[src/hw/afe_pkg.sv]
// Package for the converter front-end control block: register map, fields, codes
package afe_pkg;
  localparam int          AFE_RES_W          = 16;
  localparam logic [11:0] AFE_OFF_PRIMARY    = 12'h000;
  localparam logic [11:0] AFE_OFF_AUX        = 12'h004;
  localparam logic [11:0] AFE_OFF_CURRENT_SOURCE_CONTROL       = 12'h008;
  localparam logic [11:0] AFE_OFF_STATUS     = 12'h00C;
  localparam logic [11:0] AFE_OFF_CAL        = 12'h010;
  localparam logic [11:0] AFE_OFF_PDATA      = 12'h014;
  localparam logic [11:0] AFE_OFF_ADATA      = 12'h018;
  localparam logic [11:0] AFE_OFF_POFS       = 12'h01C;
  localparam logic [11:0] AFE_OFF_PGAIN      = 12'h020;
  localparam logic [11:0] AFE_OFF_AOFS       = 12'h024;
  localparam logic [11:0] AFE_OFF_AGAIN      = 12'h028;
  localparam logic [7:0]  AFE_PRIMARY_RESET  = 8'h07;
  localparam logic [7:0]  AFE_AUX_RESET      = 8'h00;
  localparam logic [3:0]  AFE_CURRENT_SOURCE_CONTROL_RESET     = 4'h0;
  localparam logic [15:0] AFE_OFS_RESET      = 16'h8000;
  localparam logic [15:0] AFE_GAIN_RESET     = 16'h5555;
  localparam logic [15:0] AFE_ALL_ONES       = 16'hFFFF;
  localparam logic [15:0] AFE_MIDSCALE       = 16'h8000;
  localparam int          AFE_RANGE_COUNT    = 8;
  // Full-scale ranges in microvolts with 2.5 V external reference
  localparam int          AFE_RANGE_MIN_UV   = 20000;
  localparam int          AFE_RANGE_MAX_UV   = 2560000;
  localparam int          AFE_REF_EXT_MV     = 2500;
  localparam int          AFE_REF_INT_MV     = 1250;
  localparam int          AFE_REF_DETECT_MV  = 300;

  typedef struct packed {
    logic       unipolar;
    logic       ext_ref;
    logic [1:0] channel;
    logic       rsvd;
    logic [2:0] range;
  } afe_primary_s;

  typedef struct packed {
    logic       unipolar;
    logic       ext_ref;
    logic [1:0] channel;
    logic [3:0] rsvd;
  } afe_aux_s;

  typedef struct packed {
    logic       burnout;
    logic       combine;
    logic       exc_two;
    logic       exc_one;
  } afe_current_source_control_s;

  typedef enum logic [2:0] {
    AFE_CAL_IDLE = 3'b001,
    AFE_CAL_RUN  = 3'b010,
    AFE_CAL_DONE = 3'b100
  } afe_cal_e;
endpackage

[src/hw/afe_front_end.sv]
// Front-end control of the dual converter: ranges, coding, reference, currents, reference detect
//
// Contract
// - Primary range field picks one of eight gains
// - Ranges 20 mV to 2.56 V, doubling
// - Auxiliary converter has one fixed range
// - Unipolar bit changes coding and calibration points; here it changes only the output coding, not the calibration points
// - Unipolar output is straight binary
// - Bipolar output is offset binary
// - Cleared reference select uses internal reference
// - Burnout enable switches both burnout currents
// - Excitation currents individual or combined
// - Missing-reference flag on bad reference
// - Missing reference forces results all ones
// - Missing reference blocks calibration, sets error
// - Channel bits pick input pairing or short
module afe_front_end
  import afe_pkg::*;
#(
  parameter int RES_W = AFE_RES_W
) (
  input  wire logic              pclk,
  input  wire logic              presetn,
  input  wire logic              psel,
  input  wire logic              penable,
  input  wire logic              pwrite,
  input  wire logic [11:0]       paddr,
  input  wire logic [31:0]       pwdata,
  output logic                   pready,
  output logic [31:0]            prdata,
  output logic                   pslverr,
  // Converter core results, signed offset-from-midscale words
  input  wire logic              primary_result_valid,
  input  wire logic [RES_W-1:0]  primary_result,
  input  wire logic              aux_result_valid,
  input  wire logic [RES_W-1:0]  aux_result,
  input  wire logic              primary_cal_point_valid,
  input  wire logic [RES_W-1:0]  primary_cal_point,
  input  wire logic              aux_cal_point_valid,
  input  wire logic [RES_W-1:0]  aux_cal_point,
  // Reference detector comparators
  input  wire logic              ref_below_threshold,
  input  wire logic              reference_pos_open,
  input  wire logic              reference_neg_open,
  // Analog controls
  output logic [2:0]             primary_gain_select,
  output logic [1:0]             primary_channel_select,
  output logic                   primary_ref_internal,
  output logic                   aux_ref_internal,
  output logic [1:0]             aux_channel_select,
  output logic                   aux_gain_bypass,
  output logic                   burnout_source_pos,
  output logic                   burnout_sink_neg,
  output logic [1:0]             excitation_out_one,
  output logic [1:0]             excitation_out_two,
  output logic                   missing_reference_flag
);
  afe_primary_s      primary_conv_control;
  afe_aux_s          aux_conv_control;
  afe_current_source_control_s         current_source_control;
  logic [RES_W-1:0]  primary_data;
  logic [RES_W-1:0]  aux_data;
  logic [RES_W-1:0]  primary_ofs;
  logic [RES_W-1:0]  primary_gain;
  logic [RES_W-1:0]  aux_ofs;
  logic [RES_W-1:0]  aux_gain;
  logic              primary_cal_error;
  logic              aux_cal_error;
  logic [1:0]        cal_kind;
  afe_cal_e          primary_cal_state;
  afe_cal_e          aux_cal_state;
  logic              wr_en;
  logic              rd_sel;
  logic              cal_start_primary;
  logic              cal_start_aux;
  logic              ref_missing;

  assign wr_en  = psel && penable && pwrite;
  assign rd_sel = psel && !pwrite;
  assign pready = 1'b1;

  always_comb begin
    pslverr = 1'b0;
    if (psel && penable) begin
      case (paddr)
        AFE_OFF_PRIMARY, AFE_OFF_AUX, AFE_OFF_CURRENT_SOURCE_CONTROL, AFE_OFF_STATUS, AFE_OFF_CAL,
        AFE_OFF_PDATA, AFE_OFF_ADATA, AFE_OFF_POFS, AFE_OFF_PGAIN, AFE_OFF_AOFS,
        AFE_OFF_AGAIN: pslverr = 1'b0;
        default:       pslverr = 1'b1;
      endcase
    end
  end

  // Calibration start: bit0 primary, bit1 aux, bit2 selects gain (else offset)
  assign cal_start_primary = wr_en && (paddr == AFE_OFF_CAL) && pwdata[0];
  assign cal_start_aux     = wr_en && (paddr == AFE_OFF_CAL) && pwdata[1];

  assign ref_missing = ref_below_threshold || reference_pos_open || reference_neg_open;

  always_ff @(posedge pclk or negedge presetn) begin
    if (!presetn) begin
      missing_reference_flag <= 1'b0;
    end else begin
      missing_reference_flag <= ref_missing;
    end
  end

  always_ff @(posedge pclk or negedge presetn) begin
    if (!presetn) begin
      primary_conv_control   <= afe_primary_s'(AFE_PRIMARY_RESET);
      aux_conv_control       <= afe_aux_s'(AFE_AUX_RESET);
      current_source_control <= afe_current_source_control_s'(AFE_CURRENT_SOURCE_CONTROL_RESET);
      cal_kind               <= 2'h0;
    end else if (wr_en) begin
      case (paddr)
        AFE_OFF_PRIMARY: primary_conv_control   <= afe_primary_s'(pwdata[7:0]);
        AFE_OFF_AUX:     aux_conv_control       <= afe_aux_s'(pwdata[7:0]);
        AFE_OFF_CURRENT_SOURCE_CONTROL:    current_source_control <= afe_current_source_control_s'(pwdata[3:0]);
        AFE_OFF_CAL: begin
          if (pwdata[0]) begin
            cal_kind[0] <= pwdata[2];
          end
          if (pwdata[1]) begin
            cal_kind[1] <= pwdata[2];
          end
        end
        default: ;
      endcase
    end
  end

  // range code 0 is 20 mV, each step doubles
  assign primary_gain_select    = primary_conv_control.range;
  assign primary_channel_select = primary_conv_control.channel;
  assign aux_channel_select     = aux_conv_control.channel;
  assign aux_gain_bypass        = 1'b1;
  // internal reference when select is zero
  assign primary_ref_internal   = !primary_conv_control.ext_ref;
  assign aux_ref_internal       = !aux_conv_control.ext_ref;
  assign burnout_source_pos     = current_source_control.burnout;
  assign burnout_sink_neg       = current_source_control.burnout;

  // excitation routing, 2'b10 means double current
  always_comb begin
    excitation_out_one = 2'b00;
    excitation_out_two = 2'b00;
    if (current_source_control.combine) begin
      if (current_source_control.exc_two) begin
        excitation_out_two = 2'b10;
      end else begin
        excitation_out_one = 2'b10;
      end
    end else begin
      excitation_out_one = {1'b0, current_source_control.exc_one};
      excitation_out_two = {1'b0, current_source_control.exc_two};
    end
  end

  // coding only; unipolar straight, bipolar offset binary
  function automatic logic [RES_W-1:0] afe_code(input logic uni, input logic [RES_W-1:0] raw);
    logic [RES_W-1:0] res;
    res = '0;
    if (uni) begin
      // Negative inputs clamp to zero in unipolar mode
      if (raw[RES_W-1]) begin
        res = '0;
      end else if (&raw[RES_W-2:0]) begin
        // Doubling alone would stop one code short; positive full scale must read all ones
        res = '1;
      end else begin
        res = {raw[RES_W-2:0], 1'b0};
      end
    end else begin
      res = raw ^ AFE_MIDSCALE[RES_W-1:0];
    end
    return res;
  endfunction

  // force all ones on missing reference
  always_ff @(posedge pclk or negedge presetn) begin
    if (!presetn) begin
      primary_data <= '0;
      aux_data     <= '0;
    end else begin
      if (primary_result_valid) begin
        primary_data <= ref_missing ? AFE_ALL_ONES[RES_W-1:0]
                                    : afe_code(primary_conv_control.unipolar, primary_result);
      end
      if (aux_result_valid) begin
        aux_data <= ref_missing ? AFE_ALL_ONES[RES_W-1:0]
                                : afe_code(aux_conv_control.unipolar, aux_result);
      end
    end
  end

  always_ff @(posedge pclk or negedge presetn) begin
    if (!presetn) begin
      primary_cal_state <= AFE_CAL_IDLE;
    end else begin
      case (primary_cal_state)
        AFE_CAL_IDLE: if (cal_start_primary) primary_cal_state <= AFE_CAL_RUN;
        AFE_CAL_RUN:  if (primary_cal_point_valid) primary_cal_state <= AFE_CAL_DONE;
        AFE_CAL_DONE: primary_cal_state <= cal_start_primary ? AFE_CAL_RUN : AFE_CAL_IDLE;
        default:      primary_cal_state <= AFE_CAL_IDLE;
      endcase
    end
  end

  always_ff @(posedge pclk or negedge presetn) begin
    if (!presetn) begin
      aux_cal_state <= AFE_CAL_IDLE;
    end else begin
      case (aux_cal_state)
        AFE_CAL_IDLE: if (cal_start_aux) aux_cal_state <= AFE_CAL_RUN;
        AFE_CAL_RUN:  if (aux_cal_point_valid) aux_cal_state <= AFE_CAL_DONE;
        AFE_CAL_DONE: aux_cal_state <= cal_start_aux ? AFE_CAL_RUN : AFE_CAL_IDLE;
        default:      aux_cal_state <= AFE_CAL_IDLE;
      endcase
    end
  end

  // block coefficient update, set error; start clears, set wins
  always_ff @(posedge pclk or negedge presetn) begin
    if (!presetn) begin
      primary_cal_error <= 1'b0;
      aux_cal_error     <= 1'b0;
    end else begin
      if (primary_cal_state == AFE_CAL_RUN && ref_missing) begin
        primary_cal_error <= 1'b1;
      end else if (cal_start_primary) begin
        primary_cal_error <= 1'b0;
      end
      if (aux_cal_state == AFE_CAL_RUN && ref_missing) begin
        aux_cal_error <= 1'b1;
      end else if (cal_start_aux) begin
        aux_cal_error <= 1'b0;
      end
    end
  end

  // coefficients load only with valid reference
  always_ff @(posedge pclk or negedge presetn) begin
    if (!presetn) begin
      primary_ofs  <= AFE_OFS_RESET[RES_W-1:0];
      primary_gain <= AFE_GAIN_RESET[RES_W-1:0];
      aux_ofs      <= AFE_OFS_RESET[RES_W-1:0];
      aux_gain     <= AFE_GAIN_RESET[RES_W-1:0];
    end else begin
      if (primary_cal_state == AFE_CAL_RUN && primary_cal_point_valid && !ref_missing
          && !primary_cal_error) begin
        if (cal_kind[0]) begin
          primary_gain <= primary_cal_point;
        end else begin
          primary_ofs <= primary_cal_point;
        end
      end
      if (aux_cal_state == AFE_CAL_RUN && aux_cal_point_valid && !ref_missing && !aux_cal_error) begin
        if (cal_kind[1]) begin
          aux_gain <= aux_cal_point;
        end else begin
          aux_ofs <= aux_cal_point;
        end
      end
    end
  end

  // Read data registered on the access phase would add a cycle; a mux keeps zero wait
  always_comb begin
    prdata = 32'h0000_0000;
    if (rd_sel) begin
      case (paddr)
        AFE_OFF_PRIMARY: prdata = {24'h00_0000, primary_conv_control};
        AFE_OFF_AUX:     prdata = {24'h00_0000, aux_conv_control};
        AFE_OFF_CURRENT_SOURCE_CONTROL:    prdata = {28'h000_0000, current_source_control};
        AFE_OFF_STATUS:  prdata = {28'h000_0000, primary_cal_state != AFE_CAL_IDLE ||
                                   aux_cal_state != AFE_CAL_IDLE, aux_cal_error,
                                   primary_cal_error, missing_reference_flag};
        AFE_OFF_CAL:     prdata = {30'h0000_0000, cal_kind};
        AFE_OFF_PDATA:   prdata = {16'h0000, primary_data};
        AFE_OFF_ADATA:   prdata = {16'h0000, aux_data};
        AFE_OFF_POFS:    prdata = {16'h0000, primary_ofs};
        AFE_OFF_PGAIN:   prdata = {16'h0000, primary_gain};
        AFE_OFF_AOFS:    prdata = {16'h0000, aux_ofs};
        AFE_OFF_AGAIN:   prdata = {16'h0000, aux_gain};
        default:         prdata = 32'h0000_0000;
      endcase
    end
  end
endmodule

[config.mk]
export PLATFORM = sky130hd
export DESIGN_NAME = afe_front_end
export DESIGN_NICKNAME = d
export VERILOG_FILES = /design/src/hw/afe_pkg.sv /design/src/hw/afe_front_end.sv
export SDC_FILE = /design/constraint.sdc
export NUM_CORES = 1
export LEC_CHECK = 0
export BUFFER_PORTS_ARGS = -buffer_cell sky130_fd_sc_hd__buf_2
export CAP_MARGIN = 20
export CORE_ASPECT_RATIO = 1.25
export CORE_MARGIN = 10
export CORE_UTILIZATION = 42
export DETAILED_ROUTE_END_ITERATION = 16
export PLACE_DENSITY = 0.66
export SLEW_MARGIN = 20
export SYNTH_ARGS = -nofsm -noshare
export SYNTH_HDL_FRONTEND = slang
export SYNTH_SLANG_ARGS = --single-unit
[constraint.sdc]
create_clock -name pclk -period 2.25 [get_ports pclk]
set_input_delay 0.45 -clock pclk [delete_from_list [all_inputs] [get_ports pclk]]
set_output_delay 0.45 -clock pclk [all_outputs]
set_load 0.05 [all_outputs]
==> out/summary.txt, run 1 <==
Worst path top cell family by delay = simple AND/OR/NAND/NOR gates
Power per standard cell area = 623 nW/µm²
Number of search-and-repair iterations in the first detailed-routing pass = 5
Dpl cells = 1000
LEAKAGE = 0.00415 µW
Standard cell with the maximum stage delay on the critical path = sky130_fd_sc_hd__or4_4
Violations in the final reports = negative setup slack
Area of the core = 16100 µm²
Max-slew violation total from the final report = 0
Minimum clock period after layout = 2680 ps
Total congestion overflow after global routing = 0
Peak clock frequency supported by timing = 373 MHz
Instance area after placement = 8240 µm²
Count of inserted antenna diode cells = 0
Half-perimeter wire length after placement = 18100 µm
Proportion of register bits with asynchronous set or reset after synthesis = 100%
Hold Fails Final Rpt = 0
Critical path required time = 1800 ps
Non-Filler Cell Area, Final = 9190 µm²
Startpoint of the worst register-to-register path = primary_cal_state[2]
Final net count = 928
CTS root buffer = sky130_fd_sc_hd__clkbuf_16
Aggregate routed wire length = 23900 µm
Synthesized cell area = 6830 µm²
Critical Path Fanout Max = 6
Mean post-synth cell area = 10.8 µm²
X dimension of the die = 134 µm
Setup repair after global routing missed its margin = true
Transition time at the pin with the least slew margin = 792 ps
H-tree depth = 4
Cell type with the highest aggregate area in the netlist = sky130_fd_sc_hd__dfrtp_1
DRT antenna net count = 0
Share of layout cells above drive strength 1 = 47.9%
Synth top cells by count = 104 x sky130_fd_sc_hd__dfrtp_1, 80 x sky130_fd_sc_hd__mux2_2, 47 x sky130_fd_sc_hd__nor2_1
Worst hold path class = primary input to async pin
Relative max-transition margin = 47.0%
Dominant register cell in the synthesized netlist = sky130_fd_sc_hd__dfrtp_1
EDFF count, synth = 0
Cell-by-cell listing of the critical path = buf_6, or4_4, nor4_4, buf_6, nand2_1, a41oi_2, buf_6
Number of violations reported at the end of detailed-routing iteration 0 = 394
Crit path from = paddr[10]
Synth unique cells = 64
Maximum VDD drop = 0.507 mV
Count of synthesis-stage warnings from yosys = 0
Most repeated library cell on the critical path = sky130_fd_sc_hd__buf_6
Via count of the first global-routing pass = 6313
Post-route total power = 5720 µW
Number of endpoints failing setup at the final stage = 16
Number of max-cap violations = 0
Proportion of netlist area held by the largest area contributor = 38.1%
Placement Rows = 52
Clock tree buffer depth = 2
Final RePlAce weighted congestion = 0.917
Endpoint of the worst-slack reg-to-reg timing path = primary_ofs[9]
Count of unresolved DRC violations after routing = 0
Clock skew = 11.9 ps
Initial Utilization = 42.5%
Length in cells of the worst reg-to-reg path = 5
Antenna violations before repair = 0
Total buffers and inverters traversed by the critical path = 3
Number of synthesized register bits = 127
Setup slack of the critical path after layout = -433 ps
Cts bufs inserted = 17
Vias after detailed routing = 5818
Number of standard cells in the final layout excluding fillers = 1037
Outcome = complete, but fails checks
Floorplan die height = 163 µm
Type of the worst setup path = primary input to primary output
Global-route wire length before repair = 36200 µm
Reg clk slew, reported paths = 60 ps
Total of buffers placed on input and output ports = 128
DR WL/cell = 23.0 µm
Critical path's largest stage delay = 620 ps
Library cell with the highest instance count after synthesis = sky130_fd_sc_hd__dfrtp_1
Crit path launch type = primary input
Mean number of vias per cell = 5.61
Sink Count = 127
Overall global routing resource usage = 21.6%
Post-synthesis sequential area ratio = 46.9%
Number of placed I/O pins = 171
Cells after synthesis = 631
Area enclosed by the die boundary = 21800 µm²
Setup slack of the most critical reg-to-reg path = 320 ps
CTS tree = built
Data arrival time at the worst-slack endpoint = 2230 ps
Final period util = 119%
Capturing element type of the critical path = primary output
Area growth from synthesis to layout = 34.5%
Largest net degree at the start of global routing = 128
Most area-consuming cells after synthesis = sky130_fd_sc_hd__dfrtp_1 38%, sky130_fd_sc_hd__mux2_2 13%, sky130_fd_sc_hd__dfstp_2 8.8%, sky130_fd_sc_hd__mux2i_1 3.7%, sky130_fd_sc_hd__a22oi_1 3.3%
Clock insertion delay at the later pin of the skew report = 420 ps
## stage by stage
step                      setup slack (ps)  TNS, ps  hold WS (ps)  util (%)
after floorplan                       -494    -7510           154         -
after global placement                -706   -12390           469      51.2
after detailed placement              -690   -12660           484      51.2
after CTS                             -394    -5590           154      56.6
after global routing                  -471    -6710           172      57.2
final                                 -433    -5940          71.5      57.2
## power breakdown
part / switching (µW) / internal [µW] / total, µW
clock network: 1090 / 1760 / 2840
registers: 19.7 / 2310 / 2330
logic: 348 / 197 / 545
total: 1450 / 4270 / 5720
## layout by cell type (no fill, tap or decap), types with 4 or more instances in the layout
master	netlist	layout
sky130_fd_sc_hd__a21oi_1	38	32
sky130_fd_sc_hd__a21oi_4	0	5
sky130_fd_sc_hd__a22o_1	14	14
sky130_fd_sc_hd__a22oi_1	30	26
sky130_fd_sc_hd__a22oi_2	0	4
sky130_fd_sc_hd__a31oi_4	0	6
sky130_fd_sc_hd__and2_1	7	7
sky130_fd_sc_hd__and3_1	4	4
sky130_fd_sc_hd__buf_12	0	8
sky130_fd_sc_hd__buf_2	11	109
sky130_fd_sc_hd__buf_4	30	69
sky130_fd_sc_hd__buf_6	3	18
sky130_fd_sc_hd__buf_8	0	6
sky130_fd_sc_hd__clkbuf_16	0	17
sky130_fd_sc_hd__conb_1	2	18
sky130_fd_sc_hd__dfrtp_1	104	104
sky130_fd_sc_hd__dfstp_2	23	23
sky130_fd_sc_hd__inv_1	18	18
sky130_fd_sc_hd__inv_6	0	5
sky130_fd_sc_hd__mux2_1	8	8
sky130_fd_sc_hd__mux2_2	80	80
sky130_fd_sc_hd__mux2i_1	25	25
sky130_fd_sc_hd__nand2_1	22	22
sky130_fd_sc_hd__nand3_1	11	11
sky130_fd_sc_hd__nand3b_1	4	4
sky130_fd_sc_hd__nand4_1	14	14
sky130_fd_sc_hd__nor2_1	47	45
sky130_fd_sc_hd__nor2_4	0	4
sky130_fd_sc_hd__nor2b_1	7	5
sky130_fd_sc_hd__nor3_1	7	6
sky130_fd_sc_hd__nor4_1	7	4
sky130_fd_sc_hd__o21ai_0	12	8
sky130_fd_sc_hd__o21ai_1	0	4
sky130_fd_sc_hd__o22ai_1	7	7
sky130_fd_sc_hd__o32ai_1	7	7
## worst max-delay path by stage
stage	end	cells after the start
2_1_floorplan	prdata[5]	6
3_3_place_gp	prdata[4]	7
3_5_place_dp	prdata[4]	7
4_1_cts	prdata[5]	7
5_1_grt	prdata[10]	7
6_report	prdata[6]	7
## timing repair
| action | in CTS | in global routing |
|---|---|---|
| setup endpoints to repair | 17 | 17 |
| gates cloned | 0 | 1 |
| resized for setup | 59 | 18 |
| hold buffers | 0 | 0 |
| buffers inserted | 3 | 2 |
| pin swaps | 17 | 15 |
## metal layers
layer	up-vias	GRT usage, %	wire [µm]
met4	0	7.43	603
li1	2647	-	-
met5	-	0	0
met3	28	5.65	1230
met2	181	38.7	12700
met1	2962	24.3	9340
## cells by family after synthesis
| logic type | after synthesis | share of synthesized area (%) |
|---|---|---|
| AOI/OAI and AO/OA | 137 | 13.8 |
| xor gates and xnor gates | 1 | 0.128 |
| buffers and inverters | 87 | 6.96 |
| DFF | 127 | 46.9 |
| muxes | 113 | 18.2 |
| other | 2 | 0.110 |
| and+or+nand+nor | 164 | 13.9 |
## state kept, by name, summed over array words and instances, names as in the netlist, 3 cells and up
| name | count |
|---|---|
| aux_cal_state | 3 |
| aux_conv_control | 6 |
| aux_data | 16 |
| aux_gain | 16 |
| aux_ofs | 16 |
| current_source_control | 3 |
| primary_cal_state | 3 |
| primary_conv_control | 3 |
| primary_data | 16 |
| primary_gain | 16 |
| primary_gain_select | 3 |
| primary_ofs | 16 |
## worst reg2reg max path, delay by kind of cell (launching register included)
kind	cells	cell delay [ps]
simple gates	3	840
buf+inv	1	180
flops	1	430
mux	1	360
## final cells by class
type,instances,area [µm²]
Fill cell,1419,6880
Multi-Input combinational cell,433,3520
Sequential cell,127,3210
Timing Repair Buffer,210,1520
Clock buffer,17,425
Tap cell,216,270
Clock inverter,15,184
Inverter,19,71.3
(Power assumes the default switching activity.)
==> run 2, diff against run 1 <==
--- a/config.mk
+++ b/config.mk
@@ -5,6 +5,7 @@
 export SDC_FILE = /design/constraint.sdc
 export NUM_CORES = 1
 export LEC_CHECK = 0
+export ABC_CLOCK_PERIOD_IN_PS = 2250
 export BUFFER_PORTS_ARGS = -buffer_cell sky130_fd_sc_hd__buf_2
 export CAP_MARGIN = 20
 export CORE_ASPECT_RATIO = 1.25
@@ -12,6 +13,7 @@
 export CORE_UTILIZATION = 42
 export DETAILED_ROUTE_END_ITERATION = 16
 export PLACE_DENSITY = 0.66
+export SETUP_SLACK_MARGIN = 0.5
 export SLEW_MARGIN = 20
 export SYNTH_ARGS = -nofsm -noshare
 export SYNTH_HDL_FRONTEND = slang
==> out/summary.txt, run 2 (synthesis results as in run 1) <==
Number of violations reported at the end of detailed-routing iteration 0 = 491
DRT antenna net count = 0
Number of placed I/O pins = 171
Post-route total power = 5450 µW
Largest net degree at the start of global routing = 56
Outcome = complete, but fails checks
Number of search-and-repair iterations in the first detailed-routing pass = 7
Length of routed met3 wiring = 1340 µm
Internal portion of total power = 4080 µW
Critical path's largest stage delay = 630 ps
Half-perimeter wire length after placement = 17900 µm
Max-slew violation total from the final report = 0
Utilization after layout = 59.0%
Hold Fails Final Rpt = 0
Clock skew = 7.57 ps
Share of layout cells above drive strength 1 = 51.0%
Sw frac = 25.1%
Worst path top cell family by delay = simple AND/OR/NAND/NOR gates
Net switching power figure = 1370 µW
Standard cell with the maximum stage delay on the critical path = sky130_fd_sc_hd__or4_4
Hold Worst Slack = 267 ps
Critical Path Fanout Max = 8
Antenna violations before repair = 0
Count of inserted antenna diode cells = 0
Sink Count = 127
Global-route wire length before repair = 36000 µm
Pre-CTS WS = -646 ps
Violations in the final reports = negative setup slack
Power per standard cell area = 575 nW/µm²
Number of inserted filler cells in the final layout = 1359
Area enclosed by the die boundary = 21800 µm²
Number of max-cap violations = 0
Clock insertion delay at the later pin of the skew report = 420 ps
Floorplan die height = 163 µm
Data arrival time at the worst-slack endpoint = 2240 ps
Overall global routing resource usage = 21.4%
Critical path required time = 1800 ps
Clock tree buffer depth = 2
Total congestion overflow after global routing = 0
Crit path launch type = primary input
Vias after detailed routing = 5856
Most repeated library cell on the critical path = sky130_fd_sc_hd__buf_6
M1 wire length = 9060 µm
Final period util = 119%
Non-Filler Cell Area, Final = 9480 µm²
Max Used Layer = met4
Cts bufs inserted = 17
Type of the worst setup path = primary input to primary output
Detailed route wirelength on metal2 = 12500 µm
Setup slack of the critical path after layout = -437 ps
Commonest cells after routing, fill and taps aside = 101 x sky130_fd_sc_hd__buf_2, 100 x sky130_fd_sc_hd__dfrtp_1, 68 x sky130_fd_sc_hd__buf_4
X dimension of the die = 134 µm
Number of endpoints failing setup at the final stage = 17
Share of power burned in the clock network = 46.9%
Initial Utilization = 42.5%
Via count of the first global-routing pass = 6384
H-tree depth = 4
Most common cell after layout, fill and taps aside = sky130_fd_sc_hd__buf_2
Maximum VDD drop = 0.399 mV
Reg clk slew, reported paths = 60 ps
CTS root buffer = sky130_fd_sc_hd__clkbuf_16
Area of the core = 16100 µm²
DR WL/cell = 22.8 µm
Part of the total power dissipated in sequential elements = 42.8%
Aggregate routed wire length = 23700 µm
Final net count = 931
Mean number of vias per cell = 5.63
Area growth from synthesis to layout = 38.8%
Cell-by-cell listing of the critical path = buf_6, or4_4, buf_6, nor2_4, buf_12, nand4_1, a31oi_4, buf_6
Instance area after placement = 8370 µm²
CTS tree = built
Placement Rows = 52
Area of combinational cells with multiple inputs = 3770 µm²
Capturing element type of the critical path = primary output
Minimum clock period after layout = 2690 ps
Share of power burned in combinational logic = 10.3%
Count of unresolved DRC violations after routing = 0
Total of buffers placed on input and output ports = 128
Register cell area after layout = 3210 µm²
Peak clock frequency supported by timing = 372 MHz
Total buffers and inverters traversed by the critical path = 4
Final RePlAce weighted congestion = 0.975
LEAKAGE = 0.00422 µW
Worst hold path class = primary input to register
Setup repair after global routing missed its margin = true
[run 2: cell types whose count changed in the layout (fill, tap and decap cells not counted), moves of 4 or more]
cell                       delta
sky130_fd_sc_hd__clkinv_2     +5
sky130_fd_sc_hd__dfrtp_2      +4
sky130_fd_sc_hd__dfrtp_1      -4
sky130_fd_sc_hd__mux2_2      -38
sky130_fd_sc_hd__mux2_1       -8
sky130_fd_sc_hd__buf_6       +11
sky130_fd_sc_hd__inv_6        -5
sky130_fd_sc_hd__buf_2        -8
sky130_fd_sc_hd__nand2_1      -5
sky130_fd_sc_hd__mux2_4      +46
[run 2: area by class of cell]
class	instances	area share, %
Multi-Input combinational cell	433	39.7
Timing Repair Buffer	213	17.0
Sequential cell	127	33.9
Tap cell	216	2.85
Clock buffer	21	4.85
Inverter	19	0.805
Clock inverter	11	0.963
[run 2: what timing repair did]
item                                    CTS  global route
endpoints found under the hold margin    25             0
gates cloned                              0             1
endpoints found under the setup margin   83            80
gates resized for setup                  72            60
hold buffers                              1             0
pin swaps                                 7            22
setup buffers                             3             3
[run 2: power by group through the flow]
stage	clock [µW]	sequential (µW)	combinational (µW)
3_3_place_gp	0	2370	519
4_1_cts	2580	2340	545
6_report	2560	2340	559
3_5_place_dp	0	2370	525
5_1_grt	2690	2340	603
2_1_floorplan	0	2370	269
[run 2: worst register-to-register path, stage by stage (launching register included)]
cell and delay [ps]:
sky130_fd_sc_hd__dfrtp_2 430, sky130_fd_sc_hd__nor3b_4 240, sky130_fd_sc_hd__and2_4 200, sky130_fd_sc_hd__and3b_2 210
sky130_fd_sc_hd__buf_12 200, sky130_fd_sc_hd__mux2_4 340
[run 2: final timing paths]
check / from / endpoint / slack (ps) / cells after the start
max: paddr[9] / prdata[12] / -440 / 8
min: aux_cal_point_valid / aux_cal_state[1] / 270 / 2
max reg2reg: aux_cal_state[2] / aux_ofs[11] / 520 / 5
min reg2reg: primary_gain[3] / primary_gain[3] / 500 / 1
max in group asynchronous: presetn / aux_gain[8] / 1020 / 3
min in group asynchronous: presetn / aux_cal_state[2] / 520 / 2
[run 2: metrics by stage]
stage	instances	setup TNS, ps
after CTS	1036	-6660
after detailed placement	1000	-10710
after global placement	1000	-10330
final	1040	-6200
after floorplan	647	-7420
after global routing	1040	-6960
[run 2: layer usage]
| metal | track usage, % | up-vias |
|---|---|---|
| li1 | - | 2664 |
| met1 | 23.5 | 2920 |
| met2 | 38.9 | 211 |
| met3 | 5.68 | 61 |
| met4 | 7.73 | 0 |
| met5 | 0 | - |
